**config.mk**
```make
export PLATFORM = sky130hd
export DESIGN_NAME = lcd_cmd_device_flat
export DESIGN_NICKNAME = d
export VERILOG_FILES = /design/src/hw/lcd_cmd_pkg.sv /design/src/hw/lcd_cmd_if.sv /design/src/hw/lcd_cmd_device.sv /design/src/flat_wrapper.sv
export SDC_FILE = /design/constraint.sdc
export NUM_CORES = 1
export LEC_CHECK = 0
export BUFFER_PORTS_ARGS = -buffer_cell sky130_fd_sc_hd__clkbuf_2
export CAP_MARGIN = 5
export CORE_UTILIZATION = 53
export DETAILED_ROUTE_END_ITERATION = 6
export GPL_TIMING_DRIVEN = 0
export PLACE_DENSITY_LB_ADDON = 0.12
export SLEW_MARGIN = 20
export SYNTH_ARGS = -nofsm -noshare
export SYNTH_HDL_FRONTEND = slang
export SYNTH_SLANG_ARGS = --single-unit
export TNS_END_PERCENT = 20
```
**constraint.sdc**
```tcl
create_clock -name mclk -period 3.4 [get_ports mclk]
set_input_delay 0.68 -clock mclk [delete_from_list [all_inputs] [get_ports mclk]]
set_output_delay 0.68 -clock mclk [all_outputs]
set_load 0.05 [all_outputs]
```
**src/hw/lcd_cmd_pkg.sv**
```systemverilog
/*
 * shared constants for the layered lcd command interpreter and its host end:
 * command codes, overlay values, register field layouts and reset values.
 * assumes one clock (mclk) and a synchronous active-high reset on both ends.
 */
package lcd_cmd_pkg;
    // command codes
    localparam logic [7:0] CMD_CURSOR_ADDR_WRITE = 8'h46;
    localparam logic [7:0] CMD_DIR_RIGHT = 8'h4c;
    localparam logic [7:0] CMD_DIR_LEFT = 8'h4d;
    localparam logic [7:0] CMD_DIR_UP = 8'h4e;
    localparam logic [7:0] CMD_DIR_DOWN = 8'h4f;
    localparam logic [7:0] CMD_MEM_WRITE = 8'h42;
    localparam logic [7:0] CMD_PIXEL_SCROLL = 8'h5a;
    localparam logic [7:0] CMD_LAYER_OVERLAY = 8'h5b;
    // overlay configuration values
    localparam logic [7:0] OVL_TEXT_GFX = 8'h00;
    localparam logic [7:0] OVL_GFX_GFX = 8'h0c;
    localparam logic [7:0] OVL_THREE_GFX = 8'h1c;
    // direction field codes, bits 1-0 of cursor direction register
    localparam logic [1:0] DIR_RIGHT = 2'h0;
    localparam logic [1:0] DIR_LEFT = 2'h1;
    localparam logic [1:0] DIR_UP = 2'h2;
    localparam logic [1:0] DIR_DOWN = 2'h3;
    localparam int DIR_LSB = 0;
    localparam int DIR_W = 2;
    // pixel scroll field, bits 2-0
    localparam int HSCROLL_LSB = 0;
    localparam int HSCROLL_W = 3;
    localparam logic [2:0] HSCROLL_MAX = 3'h7;
    // reset values
    localparam logic [15:0] CURSOR_RST = 16'h0000;
    localparam logic [7:0] OVERLAY_RST = 8'h00;
    localparam logic [15:0] LINE_STRIDE_RST = 16'h0028;
    // host register map over axi4-lite (byte addresses)
    localparam logic [3:0] HREG_CMD = 4'h0;
    localparam logic [3:0] HREG_STATUS = 4'h4;
    localparam logic [3:0] HREG_SCROLL = 4'h8;
    localparam logic [3:0] HREG_START = 4'hc;
    localparam logic [1:0] RESP_OKAY = 2'h0;
    localparam logic [1:0] RESP_SLVERR = 2'h2;
endpackage

```
**src/hw/lcd_cmd_if.sv**
```systemverilog
/*
 * byte link between host and command interpreter: a command/parameter
 * byte stream with valid/ready. assumes mclk is common to both ends.
 */
`timescale 1ns/10ps
interface lcd_cmd_if (
    input wire logic mclk // shared clock
);
    logic valid; // byte offered
    logic ready; // device takes byte
    logic isCmd; // byte is a command code
    logic [7:0] data; // byte value
    modport device (input valid, input isCmd, input data, output ready);
    modport host (output valid, output isCmd, output data, input ready);
endinterface

```
**src/hw/lcd_cmd_device.sv**
```systemverilog
/*
 * command interpreter of a layered lcd controller with indirect addressing.
 * takes command and parameter bytes from the link, keeps cursor, direction,
 * pixel scroll and overlay state, and issues display memory writes.
 * a command byte always restarts decoding, so a cut parameter sequence
 * leaves the earlier state as it was; parameters with no command are dropped.
 * assumes the host orders bytes correctly and keeps the scroll procedure.
 * assumes bppMode changes only while no scroll parameter is in flight.
 * the memory side takes one write per cycle, as memWrite is never held.
 * the overlay output tells two layers from three; layer mixing lies elsewhere.
 */
// Decided for this implementation: register access over AXI4-Lite and the address map.
// How it works
// (RULE1) 46h loads two following bytes into cursor
// (RULE2) first byte low address, second byte high
// (RULE3) 4Ch sets direction right in bits 1-0
// (RULE4) 4Fh sets direction down, same field
// (RULE5) 42h bytes written at cursor, cursor advances
// (RULE6) pixel scroll bits 2-0 loaded by command
// (RULE7) host steps scroll, wraps, bumps start address
// (RULE8) rightward scroll is the reverse procedure
// (RULE9) host stops or redraws at virtual edge
// (RULE10) one scroll value shared by all layers
// (RULE11) no single-pixel scroll in 2/4 bpp
// (RULE12) overlay 1Ch selects three graphics layers
// (RULE13) overlay 00h selects text over graphics
// (RULE14) overlay 0Ch selects two graphics layers
`timescale 1ns/10ps
module lcd_cmd_device
    import lcd_cmd_pkg::*;
#(
    parameter logic [15:0] LINE_STRIDE = LINE_STRIDE_RST // bytes per line for up/down
) (
    input wire logic mclk, // system clock
    input wire logic srst, // sync reset, active high
    lcd_cmd_if.device link, // byte stream from host
    input wire logic [1:0] bppMode, // 0: 1bpp, 1: 2bpp, 2: 4bpp
    output logic memWrite, // one-cycle memory write strobe
    output logic [15:0] memAddr, // memory write address
    output logic [7:0] memData, // memory write data
    output logic [15:0] cursorAddr, // current cursor address
    output logic [1:0] cursorDir, // current shift direction
    output logic [2:0] pixelScroll, // scroll applied to all layers
    output logic [1:0] layerCount, // 2 or 3 active layers
    output logic firstIsText, // first layer shows text
    output logic overlayBad // last overlay value unsupported
);

    // decoder states: idle waits for a command, the others expect parameters
    typedef enum logic [2:0] {
        ST_IDLE = 3'b000,
        ST_CUR_LO = 3'b001,
        ST_CUR_HI = 3'b010,
        ST_DISPLAY_MEMORY_WRITE = 3'b011,
        ST_SCROLL = 3'b100,
        ST_OVERLAY = 3'b101
    } state_t;

    // all registered state, one packed record
    // filled by the comb process and registered by one flop process
    typedef struct packed {
        state_t st; // decoder state
        logic [15:0] cursor; // cursor address pair
        logic [7:0] curLow; // held low byte
        logic [1:0] dir; // auto-shift direction
        logic [2:0] hscroll; // pixel scroll value
        logic [7:0] overlay; // overlay parameter
        // the write port: strobe, address and data
        logic wr; // write strobe
        logic [15:0] wAddr; // write address
        logic [7:0] wData; // write data
    } regs_t;

    // state record and its next value
    regs_t cur; // current state
    regs_t next_cur; // next state
    logic take; // byte accepted this cycle

    // device always accepts: one byte per cycle
    // no back-pressure, so the host never holds a byte longer than one cycle
    assign link.ready = 1'b1;
    assign take = link.valid;

    // cursor step by direction
    // up and down move by one line; every direction wraps around the
    // 16-bit address space, keeping the cursor inside a layer is software's job
    function automatic logic [15:0] stepCursor(input logic [15:0] a, input logic [1:0] d);
        logic [15:0] r;
        // default keeps the address
        r = a;
        case (d)
            DIR_RIGHT: r = a + 16'h0001;
            DIR_LEFT: r = a - 16'h0001;
            DIR_UP: r = a - LINE_STRIDE;
            default: r = a + LINE_STRIDE;
        endcase
        return r;
    endfunction

    // next-state logic
    always_comb begin
        next_cur = cur;
        next_cur.wr = 1'b0;
        if (take && link.isCmd) begin
            // a command byte always restarts decoding
            next_cur.st = ST_IDLE;
            // commands with parameters move to a waiting state,
            // direction codes only touch the two-bit field
            case (link.data)
                CMD_CURSOR_ADDR_WRITE: next_cur.st = ST_CUR_LO; // [RULE1]
                CMD_DIR_RIGHT: next_cur.dir = DIR_RIGHT; // [RULE3]
                CMD_DIR_LEFT: next_cur.dir = DIR_LEFT;
                CMD_DIR_UP: next_cur.dir = DIR_UP;
                CMD_DIR_DOWN: next_cur.dir = DIR_DOWN; // [RULE4]
                CMD_MEM_WRITE: next_cur.st = ST_DISPLAY_MEMORY_WRITE; // [RULE5]
                CMD_PIXEL_SCROLL: next_cur.st = ST_SCROLL; // [RULE6]
                CMD_LAYER_OVERLAY: next_cur.st = ST_OVERLAY;
                default: next_cur.st = ST_IDLE; // unknown code ignored
            endcase
        end else if (take) begin
            // parameter byte: its meaning depends on the last command
            case (cur.st)
                // first cursor byte is held until its partner arrives
                ST_CUR_LO: begin
                    next_cur.curLow = link.data; // [RULE2]
                    next_cur.st = ST_CUR_HI;
                end
                // second byte completes the pair in one update
                ST_CUR_HI: begin
                    next_cur.cursor = {link.data, cur.curLow}; // [RULE1] [RULE2]
                    next_cur.st = ST_IDLE;
                end
                ST_DISPLAY_MEMORY_WRITE: begin
                    // store at cursor then advance, stays for further bytes
                    next_cur.wr = 1'b1; // [RULE5]
                    next_cur.wAddr = cur.cursor;
                    next_cur.wData = link.data;
                    next_cur.cursor = stepCursor(cur.cursor, cur.dir); // [RULE5]
                end
                // one scroll parameter, then back to idle
                ST_SCROLL: begin
                    // fine steps only in 1bpp; other depths hold zero
                    if (bppMode == 2'h0) begin
                        next_cur.hscroll = link.data[HSCROLL_LSB +: HSCROLL_W]; // [RULE6]
                    end else begin
                        next_cur.hscroll = 3'h0; // [RULE11]
                    end
                    next_cur.st = ST_IDLE;
                end
                // overlay value kept even when unsupported, flagged below
                ST_OVERLAY: begin
                    next_cur.overlay = link.data; // [RULE12] [RULE13] [RULE14]
                    next_cur.st = ST_IDLE;
                end
                // a parameter with no command waiting is dropped
                default: next_cur.st = ST_IDLE; // stray parameter ignored
            endcase
        end
    end

    // state register, synchronous reset to constants only
    always_ff @(posedge mclk) begin
        if (srst) begin
            cur <= '{
                st: ST_IDLE, // decoder waits for a command
                cursor: CURSOR_RST, // cursor at start of memory
                curLow: 8'h00, // no low byte held
                dir: DIR_RIGHT, // shift rightward
                hscroll: 3'h0, // no pixel scroll
                overlay: OVERLAY_RST, // text over graphics
                wr: 1'b0, // no write pending
                wAddr: 16'h0000, // write address cleared
                wData: 8'h00 // write data cleared
            };
        end else begin
            cur <= next_cur;
        end
    end

    // outputs
    // memory write port: one-cycle strobe, address and data stand
    // until the next write so a slow sink may latch them late
    assign memWrite = cur.wr;
    assign memAddr = cur.wAddr;
    assign memData = cur.wData;
    // cursor state as the host left it
    assign cursorAddr = cur.cursor;
    assign cursorDir = cur.dir[DIR_LSB +: DIR_W];
    // deeper pixel modes force the shared scroll to zero at the output too,
    // so a value loaded in 1 bpp cannot leak after a mode change
    assign pixelScroll = (bppMode == 2'h0) ? cur.hscroll : 3'h0; // [RULE10] [RULE11]

    // overlay decode
    // two layers unless three graphics layers were chosen
    always_comb begin
        layerCount = 2'h2;
        firstIsText = 1'b0;
        overlayBad = 1'b0;
        if (cur.overlay == OVL_THREE_GFX) begin
            layerCount = 2'h3; // [RULE12]
        end else if (cur.overlay == OVL_TEXT_GFX) begin
            firstIsText = 1'b1; // [RULE13]
        end else if (cur.overlay == OVL_GFX_GFX) begin
            // both layers graphics
            firstIsText = 1'b0; // [RULE14]
        end else begin
            // unknown value: keep two layers and raise the flag
            overlayBad = 1'b1;
        end
    end
endmodule // lcd_cmd_device

```
**src/flat_wrapper.sv**
```systemverilog
// flat-port wrapper written by rule: the top's interface ports become plain ports
module lcd_cmd_device_flat import lcd_cmd_pkg::*;
#(
    parameter logic [15:0] LINE_STRIDE = LINE_STRIDE_RST                              
)
  (mclk, srst, bppMode, memWrite, memAddr, memData, cursorAddr, cursorDir, pixelScroll, layerCount, firstIsText, overlayBad, link_valid, link_isCmd, link_data, link_ready);
  lcd_cmd_if link_i (.mclk(mclk));
  input wire logic mclk;
  input wire logic srst;
  input wire logic [1:0] bppMode;
  output logic memWrite;
  output logic [15:0] memAddr;
  output logic [7:0] memData;
  output logic [15:0] cursorAddr;
  output logic [1:0] cursorDir;
  output logic [2:0] pixelScroll;
  output logic [1:0] layerCount;
  output logic firstIsText;
  output logic overlayBad;
  input wire logic [$bits(link_i.valid)-1:0] link_valid;
  input wire logic [$bits(link_i.isCmd)-1:0] link_isCmd;
  input wire logic [$bits(link_i.data)-1:0] link_data;
  output wire logic [$bits(link_i.ready)-1:0] link_ready;
  assign link_i.valid = link_valid;
  assign link_i.isCmd = link_isCmd;
  assign link_i.data = link_data;
  assign link_ready = link_i.ready;
  lcd_cmd_device #(.LINE_STRIDE(LINE_STRIDE)) u_core (.mclk(mclk), .srst(srst), .link(link_i), .bppMode(bppMode), .memWrite(memWrite), .memAddr(memAddr), .memData(memData), .cursorAddr(cursorAddr), .cursorDir(cursorDir), .pixelScroll(pixelScroll), .layerCount(layerCount), .firstIsText(firstIsText), .overlayBad(overlayBad));
endmodule
```
==> flow_metrics.env, run 1 <==
export IMPL_ys_warn_count=0
export IMPL_drive_gt1_share_pct=21.3
export IMPL_use_met1_pct=45.4
export IMPL_grt_pass1_wl_um=22700
export IMPL_hold_violations=0
export IMPL_grt_pass1_vias=4433
export IMPL_cts_sinks=65
export IMPL_max_freq_mhz=306
export IMPL_end_kind="flop"
export IMPL_yosysSeqAreaShare_pct=30.3
export IMPL_initial_core_util_pct=55.3
export IMPL_first_pass_iters=5
export IMPL_clk_pin_slew_ns=0.08
export IMPL_globalRouteMet3Util_pct=7.21
export IMPL_cts_root_buf="clkbuf_8"
export IMPL_maxCapViolations=0
export IMPL_dp_hpwl_um=10600
export IMPL_async_flop_share_pct=0
export IMPL_fin_util_pct=63.7
export IMPL_overflow=0
export IMPL_nets=683
export IMPL_postCtsHoldBufs=0
export IMPL_fin_crit_sh_pct=96.1
export IMPL_synth_cells=596
export IMPL_row_count=32
export IMPL_fin_crit_ns=3.27
export IMPL_htreeDepth=3
export IMPL_outcome="finished clean"
export IMPL_worst_hold_slack_ns=0.456
export IMPL_dieArea_sq_um=8460
export IMPL_netlist_area_leader_share_pct=30.3
export IMPL_routedWlPerCell_um=18.7
export IMPL_crit_buf_inv=0
export IMPL_synth_edf_count=0
export IMPL_worstPathCellList="nand2b_1 > xnor2_1 > ha_1 > nand2_1 > or4_1 > o21ai_0 > xnor2_1 > o221a_2 > a2111oi_0"
export IMPL_cts_buffers_inserted=9
export IMPL_hold_class="flop to flop"
export IMPL_coreArea_sq_um=7770
export IMPL_setup_viol=0
export IMPL_grt_max_degree=14
export IMPL_relSlewSlack_pct=48.8
export IMPL_top_usage_layer="met2"
export IMPL_area_growth_pct=15.3
export IMPL_crit_fanout=10
export IMPL_drv_slew=0
export IMPL_rsz0062_at_grt="no"
export IMPL_wirelength_um=14500
export IMPL_clk_latency_ns=0.36
export IMPL_vias_per_cell=6.19
export IMPL_use_met2_pct=55.9
export IMPL_io_pins=65
export IMPL_p_per_area_nw_per_um2=337
export IMPL_grt_antenna_before_repair=0
export IMPL_vias=4783
export IMPL_finClkSkew_ns=0.00821
export IMPL_port_buffers=60
export IMPL_worstMarginPinSlew_ns=0.761
export IMPL_critPathMaxStageDelay_ns=0.51
export IMPL_die_h_um=92.0
export IMPL_power_mw=1.67
export IMPL_synth_largest_area_cell="dfxtp_1"
export IMPL_die_w_um=92.0
export IMPL_syn_avg_cell_area_sq_um=7.20
export IMPL_gp_congestion=0.958
export IMPL_startpoint_type="flop"
export IMPL_ys_top_cells_by_area="dfxtp_1 (30%), nand2_1 (8.3%), buf_4 (8.0%), a21oi_1 (6.9%), nor2_1 (3.8%)"
export IMPL_p_leak_nw=1.98
export IMPL_cp_slowest_cell="or4_1"
export IMPL_cts_tree="done"
export IMPL_synth_most_common_cell="nand2_1"
export IMPL_dominantRegCellSynth="dfxtp_1"
export IMPL_drtIter0Drc=519
export IMPL_drc=0
export IMPL_synthDistinctLibCells=61
export IMPL_clk_path_buf_depth=2
export IMPL_irDropWorstVdd_mv=0.253
export IMPL_drtAntennaViolNets=0
export IMPL_critPathKind="flop to flop"
export IMPL_diodes=0
export IMPL_path_delay_family="simple AND/OR/NAND/NOR gates"
export IMPL_track_usage_pct=34.8
export IMPL_synth_common_cells="nand2_1 (95), dfxtp_1 (65), a21oi_1 (59), buf_4 (46), nor2_1 (44)"
export IMPL_worstPathArrival_ns=3.49
export IMPL_post_cts_setup_buffers=0
export IMPL_crit_top_cell="xnor2_1"
export IMPL_worstPathRequired_ns=3.63
export IMPL_synth_cell_area_sq_um=4290
export IMPL_ys_seq_elements=65
cells by family (layout without fill, tap and decap cells):
| family | after synthesis | in the layout | synth area share (%) |
|---|---|---|---|
| AO/OA/AOI/OAI | 142 | 142 | 20.5 |
| XOR/XNOR | 11 | 11 | 2.24 |
| adder cells (fa/ha/maj) | 3 | 3 | 0.875 |
| buffers and inverters | 102 | 176 | 13.3 |
| flip-flops | 65 | 65 | 30.3 |
| multiplexers | 16 | 16 | 3.76 |
| other | 1 | 2 | 0.0874 |
| AND/OR/NAND/NOR | 256 | 256 | 29.0 |
cell type report:
| cell class | count | area, sq um |
|---|---|---|
| repair buffers | 60 | 300 |
| flip-flops and latches | 65 | 1300 |
| clock inverters | 7 | 100 |
| plain buffers | 95 | 543 |
| fillers | 751 | 2820 |
| clock buffers | 9 | 124 |
| inverters | 5 | 20.0 |
| multi-input cells | 430 | 2430 |
| well taps | 102 | 128 |
power by group:
group          internal [mW]  switching (mW)  leakage, nW
logic                 0.0384          0.0927         1.34
clock network          0.421           0.346        0.115
registers              0.764         0.00525        0.524
path summary, 6_finish.rpt:
path	startpoint	to	slack, ns	depth (start not counted)
worst max-delay path	u_core.cursorDir[1]	u_core.cursorAddr[12]	0.13	9
worst min-delay path	u_core.cur[34]	u_core.cur[34]	0.46	2
worst max register to register	u_core.cursorDir[1]	u_core.cursorAddr[12]	0.13	9
worst min register to register	u_core.cur[34]	u_core.cur[34]	0.46	2
per-stage QoR:
stage	setup WS, ns	area [sq um]	TNS, ns	std cells
after floorplan	0.639	4300	0	597
after global placement	0.0264	4720	0	759
after detailed placement	-0.106	4730	-0.106	759
after CTS	0.0533	4950	0	775
after global routing	0.0168	4950	0	773
final	0.132	4950	0	773
repair_timing:
action                                 4_1_cts  5_1_grt
endpoints found under the hold margin        0        0
cloned                                       0        0
gates resized for setup                      1        0
setup endpoints to repair                    1        1
pin swaps                                    0        0
routing by layer:
layer	vias to the layer above	share of wire [%]
li1	2226	-
met1	2222	42
met2	293	45
met3	42	10
met4	0	3.0
met5	-	0
worst reg2reg max path, delay by kind of cell (launching register included):
family | cells | cell delay [ns]
and+or+nand+nor | 3 | 1.14
xor gates and xnor gates | 2 | 0.28
AOI/OAI and AO/OA | 3 | 0.88
adders and majority gates | 1 | 0.35
DFF | 1 | 0.48
state kept, by name (all words and copies together), names as in the netlist, named ones only:
register           cells
u_core.cur            22
u_core.cursorAddr     14
u_core.cursorDir       2
u_core.memAddr        16
u_core.memData         8
u_core.memWrite        1
cell usage in the layout (no fill, tap or decap), drive strengths merged, types with 4 or more instances in the layout:
cell type,instances
a21oi,59
a31oi,12
and2,5
buf,54
clkbuf,110
dfxtp,65
inv,7
mux2i,15
nand2,95
nand3,21
nand4,9
nor2,44
nor3,21
nor4,20
o211ai,4
o21ai,25
o31ai,6
or2,5
or3,9
or4,9
xnor2,10
Note: power is estimated with default switching activity, not from simulation.
==> run 2, diff against run 1 <==
--- a/config.mk
+++ b/config.mk
@@ -10,6 +10,7 @@
 export CORE_UTILIZATION = 53
 export DETAILED_ROUTE_END_ITERATION = 6
 export GPL_TIMING_DRIVEN = 0
+export MAX_ROUTING_LAYER = met4
 export PLACE_DENSITY_LB_ADDON = 0.12
 export SLEW_MARGIN = 20
 export SYNTH_ARGS = -nofsm -noshare
==> flow_metrics.env, run 2 (synthesis gave the netlist of run 1 again) <==
export IMPL_outcome="finished clean"
export IMPL_rr_startpoint="u_core.cursorDir[1]"
export IMPL_coreArea_sq_um=7770
export IMPL_layout_common_cells="nand2_1 (95), dfxtp_1 (65), clkbuf_2 (60), a21oi_1 (59), buf_4 (46)"
export IMPL_max_freq_mhz=320
export IMPL_row_count=32
export IMPL_end_kind="flop"
export IMPL_io_pins=65
export IMPL_comb_power_share_pct=8.2
export IMPL_dieArea_sq_um=8460
export IMPL_min_delay_path_depth=2
export IMPL_die_h_um=92.0
export IMPL_vias=4770
export IMPL_diodes=0
export IMPL_worstMarginPinSlew_ns=0.866
export IMPL_final_common_cell="nand2_1"
export IMPL_largest_register_ff_count=22
export IMPL_port_buffers=60
export IMPL_rrSetupSlack_ns=0.27
export IMPL_switching_share_pct=26.9
export IMPL_startpoint_type="flop"
export IMPL_irDropWorstVdd_mv=0.240
export IMPL_grt_pass1_wl_um=22400
export IMPL_nets=683
export IMPL_final_area_sq_um=4930
export IMPL_regToRegEndpoint="u_core.cursorAddr[11]"
export IMPL_power_frac_clock_pct=43.4
export IMPL_hold_violations=0
export IMPL_critPathMaxStageDelay_ns=0.51
export IMPL_drive_gt1_share_pct=21.6
export IMPL_area_growth_pct=14.9
export IMPL_cts_root_buf="clkbuf_8"
export IMPL_track_usage_pct=35.2
export IMPL_grt_pass1_vias=4299
export IMPL_fin_setup_tns_ns=0
export IMPL_cts_sinks=65
export IMPL_fin_ws_ns=0.271
export IMPL_drtAntennaViolNets=0
export IMPL_gp_congestion=0.989
export IMPL_intPower_mw=1.16
export IMPL_vias_per_cell=6.17
export IMPL_drc=0
export IMPL_largest_register="u_core.cur"
export IMPL_path_delay_family="compound AO/OA/AOI/OAI gates"
export IMPL_cts_buffers_inserted=9
export IMPL_worstPathCellList="nor2b_1 > clkinv_2 > xnor2_1 > ha_1 > a21o_1 > a311o_1 > o211ai_1 > o21ai_0 > mux2i_1 > nor4_1"
export IMPL_maxCapViolations=0
export IMPL_hold_class="flop to flop"
export IMPL_wirelength_um=14200
export IMPL_clk_pin_slew_ns=0.08
export IMPL_relSlewSlack_pct=41.7
export IMPL_clk_latency_ns=0.35
export IMPL_htreeDepth=3
export IMPL_worstPathRequired_ns=3.62
export IMPL_first_pass_iters=5
export IMPL_finClkSkew_ns=0.00878
export IMPL_setup_viol=0
export IMPL_initial_core_util_pct=55.3
export IMPL_worstHoldStart="u_core.memAddr[12]"
export IMPL_cts_tree="done"
export IMPL_drtIter0Drc=523
export IMPL_crit_buf_inv=1
export IMPL_grt_antenna_before_repair=0
export IMPL_p_per_area_nw_per_um2=323
export IMPL_fin_util_pct=63.5
export IMPL_overflow=0
export IMPL_power_mw=1.59
export IMPL_grt_max_degree=13
export IMPL_path_depth=10
export IMPL_p_switching_mw=0.429
export IMPL_critPathKind="flop to flop"
export IMPL_crit_start="u_core.cursorDir[1]"
export IMPL_post_cts_setup_buffers=0
export IMPL_crit_fanout=9
export IMPL_die_w_um=92.0
export IMPL_dpl_cell_area_sq_um=4730
export IMPL_pre_cts_slack_ns=-0.00711
export IMPL_worstPathArrival_ns=3.35
export IMPL_power_frac_seq_pct=48.4
export IMPL_clk_path_buf_depth=2
export IMPL_worstRegToRegCells=10
export IMPL_fin_crit_ns=3.13
export IMPL_cp_slowest_cell="dfxtp_1"
export IMPL_fin_crit_sh_pct=92.0
export IMPL_drv_slew=0
export IMPL_rsz0062_at_grt="no"
export IMPL_p_leak_nw=1.96
export IMPL_dp_hpwl_um=10400
export IMPL_routedWlPerCell_um=18.4
export IMPL_whs_endpoint="u_core.memAddr[12]"
[run 2: changes by cell type in the layout (fill, tap and decap cells not counted), sizes merged]
cell	delta
clkbuf	+1
clkinvlp	+3
bufinv	-1
clkinv	-1
inv	-2
[run 2: what timing repair did]
action | in CTS | in global routing
setup endpoints to repair | 1 | 1
resized for setup | 1 | 2
hold buffers | 0 | 0
pin swaps | 0 | 0
gates cloned | 0 | 0
[run 2: metrics by stage]
step	cells	hold slack, ns
after floorplan	597	0.427
after global placement	759	0.443
after detailed placement	759	0.447
after CTS	775	0.457
after global routing	773	0.476
final	773	0.454
[run 2: worst max-delay path by stage]
stage	endpoint	slack [ns]
2_1_floorplan	u_core.cursorAddr[12]	0.64
3_3_place_gp	u_core.cursorAddr[12]	0.02
3_5_place_dp	u_core.cursorAddr[12]	-0.007
4_1_cts	u_core.cursorAddr[12]	0.1
5_1_grt	u_core.cursorAddr[12]	0.01
6_report	u_core.cursorAddr[11]	0.27
[run 2: tightest hold or removal path: stages (launching register included)]
cell and delay (ns):
dfxtp_1 0.31, nand2_1 0.05, a21oi_1 0.05
[run 2: final cells by class]
| cell class | instances | area [sq um] |
|---|---|---|
| sequential | 65 | 1300 |
| tap | 102 | 128 |
| clock inverter | 6 | 66.3 |
| inverter | 5 | 20.0 |
| fill | 747 | 2840 |
| buffer | 95 | 543 |
| timing repair buffer | 60 | 300 |
| clock buffer | 10 | 138 |
| multi-input combinational | 430 | 2440 |
[run 2: metal layers]
metal / global-route usage, % / wire (um) / vias up
met3: 8.79 / 1350 / 43
li1: - / - / 2215
met1: 45.7 / 5950 / 2226
met5: - / 0 / -
met2: 53.2 / 6510 / 286
met4: 12.4 / 431 / 0
[run 2: power by group through the flow]
stage / logic [mW] / clock network [mW] / registers (mW)
6_report: 0.131 / 0.691 / 0.769
5_1_grt: 0.139 / 0.723 / 0.770
4_1_cts: 0.127 / 0.695 / 0.769
3_5_place_dp: 0.127 / 0 / 0.787
3_3_place_gp: 0.125 / 0 / 0.787
2_1_floorplan: 0.0845 / 0 / 0.785
==> run 3, diff against run 2 <==
--- a/config.mk
+++ b/config.mk
@@ -9,9 +9,9 @@
 export CAP_MARGIN = 5
 export CORE_UTILIZATION = 53
 export DETAILED_ROUTE_END_ITERATION = 6
-export GPL_TIMING_DRIVEN = 0
 export MAX_ROUTING_LAYER = met4
 export PLACE_DENSITY_LB_ADDON = 0.12
+export RECOVER_POWER = 100
 export SLEW_MARGIN = 20
 export SYNTH_ARGS = -nofsm -noshare
 export SYNTH_HDL_FRONTEND = slang
==> flow_metrics.env, run 3 (synthesis gave the netlist of run 1 again) <==
export IMPL_crit_start="u_core.cur[62]"
export IMPL_row_count=32
export IMPL_die_w_um=92.0
export IMPL_area_growth_pct=3.79
export IMPL_htreeDepth=3
export IMPL_end_kind="flop"
export IMPL_rsz0062_at_grt="no"
export IMPL_irDropWorstVdd_mv=0.265
export IMPL_vias=4373
export IMPL_finClkSkew_ns=0.00703
export IMPL_postCtsHoldBufs=0
export IMPL_final_common_cell="nand2_1"
export IMPL_first_pass_iters=5
export IMPL_regToRegEndpoint="u_core.cursorAddr[8]"
export IMPL_grt_max_degree=39
export IMPL_hold_violations=0
export IMPL_setup_viol=0
export IMPL_clk_pin_slew_ns=0.07
export IMPL_vias_per_cell=6.26
export IMPL_p_per_area_nw_per_um2=350
export IMPL_clk_latency_ns=0.34
export IMPL_drtAntennaViolNets=0
export IMPL_post_cts_setup_buffers=0
export IMPL_largest_register_ff_count=22
export IMPL_initial_core_util_pct=55.3
export IMPL_relSlewSlack_pct=32.4
export IMPL_critPathKind="flop to flop"
export IMPL_final_area_sq_um=4450
export IMPL_worstRegToRegCells=8
export IMPL_grt_antenna_before_repair=0
export IMPL_rrSetupSlack_ns=0.31
export IMPL_routedWlPerCell_um=18.1
export IMPL_drtIter0Drc=397
export IMPL_worstMarginPinSlew_ns=1.01
export IMPL_startpoint_type="flop"
export IMPL_wirelength_um=12600
export IMPL_drc=0
export IMPL_worstPathArrival_ns=3.32
export IMPL_fin_crit_ns=3.09
export IMPL_crit_fanout=23
export IMPL_cts_buffers_inserted=9
export IMPL_grt_pass1_vias=3957
export IMPL_intPower_mw=1.15
export IMPL_drv_slew=0
export IMPL_nets=609
export IMPL_cts_resized=0
export IMPL_dp_hpwl_um=8550
export IMPL_worstPathRequired_ns=3.63
export IMPL_dieArea_sq_um=8460
export IMPL_crit_top_cell="clkbuf_1"
export IMPL_p_leak_nw=1.55
export IMPL_grt_pass1_wl_um=20500
export IMPL_overflow=0
export IMPL_rr_startpoint="u_core.cur[62]"
export IMPL_coreArea_sq_um=7770
export IMPL_worstPathCellList="nor2b_1 > clkbuf_1 > nand2_1 > clkbuf_1 > nor2_1 > o21a_1 > a211oi_1 > a211o_1"
export IMPL_comb_power_share_pct=7.1
export IMPL_diodes=0
export IMPL_power_frac_clock_pct=43.1
export IMPL_largest_register="u_core.cur"
export IMPL_cts_tree="done"
export IMPL_endpoint="u_core.cursorAddr[8]"
export IMPL_gp_congestion=0.936
export IMPL_switching_share_pct=25.9
export IMPL_io_pins=65
export IMPL_port_buffers=62
export IMPL_path_delay_family="buffers and inverters"
export IMPL_drive_gt1_share_pct=9.38
export IMPL_critPathMaxStageDelay_ns=0.76
export IMPL_cts_root_buf="clkbuf_8"
export IMPL_path_depth=8
export IMPL_layout_common_cells="nand2_1 (95), dfxtp_1 (65), a21oi_1 (59), clkbuf_1 (54), nor2_1 (44)"
export IMPL_track_usage_pct=31.7
export IMPL_power_frac_seq_pct=49.8
export IMPL_p_switching_mw=0.404
export IMPL_cp_slowest_cell="clkbuf_1"
export IMPL_cts_sinks=65
export IMPL_die_h_um=92.0
export IMPL_clk_path_buf_depth=2
export IMPL_maxCapViolations=0
export IMPL_outcome="finished clean"
export IMPL_crit_buf_inv=2
export IMPL_max_freq_mhz=323
export IMPL_fin_crit_sh_pct=91.0
export IMPL_dpl_cell_area_sq_um=4330
export IMPL_hold_class="flop to flop"
export IMPL_fin_setup_tns_ns=0
export IMPL_fin_util_pct=57.3
-- run 3: cell count changes in the layout (fill, tap and decap cells not counted), sizes merged --
cell,before,now
buf,54,16
clkbuf,111,75
-- run 3: cell type report --
cell class,count,area [sq um]
repair buffers,81,378
well taps,102,128
flip-flops and latches,65,1300
clock buffers,10,138
multi-input cells,430,2420
clock inverters,6,66.3
inverters,5,18.8
fillers,792,3310
-- run 3: power by group through the flow --
stage          clock (mW)  sequential [mW]  combinational [mW]
2_1_floorplan           0            0.785              0.0845
3_3_place_gp            0            0.793               0.110
3_5_place_dp            0            0.793               0.110
4_1_cts             0.688            0.775               0.111
5_1_grt             0.718            0.776               0.119
6_report            0.672            0.776               0.111
-- run 3: worst register-to-register path: stages, from the launching register on --
cell	delay (ns)
dfxtp_1	0.43
nor2b_1	0.16
clkbuf_1	0.76
nand2_1	0.56
clkbuf_1	0.39
nor2_1	0.22
o21a_1	0.14
a211oi_1	0.04
a211o_1	0.28
-- run 3: how the worst min path moves through the flow --
stage | from | endpoint | slack [ns] | cells after the start
after floorplan | u_core.cur[34] | u_core.cur[34] | 0.43 | 2
after global placement | u_core.cur[34] | u_core.cur[34] | 0.44 | 2
after detailed placement | u_core.memAddr[5] | u_core.memAddr[5] | 0.45 | 2
after CTS | u_core.memAddr[5] | u_core.memAddr[5] | 0.46 | 2
after global routing | u_core.memData[0] | u_core.memData[0] | 0.48 | 2
final | u_core.memAddr[5] | u_core.memAddr[5] | 0.45 | 2
-- run 3: through the flow --
step	setup slack, ns	std cells	hold WS [ns]	power [mW]
2_1_floorplan	0.639	597	0.427	0.870
3_3_place_gp	0.533	683	0.438	0.903
3_5_place_dp	0.510	683	0.447	0.903
4_1_cts	0.476	699	0.458	1.57
5_1_grt	0.0491	699	0.476	1.61
6_report	0.308	699	0.454	1.56
-- run 3: routing by layer --
metal  part of all wire, %  routed length, um  vias to the layer above  track usage, %
li1                      -                  -                     2070               -
met1                    43               5470                     2038            40.9
met2                    45               5640                      221            47.6
met3                   8.8               1110                       44            6.97
met4                   3.3                416                        0            13.5
met5                     0                  0                        -               -
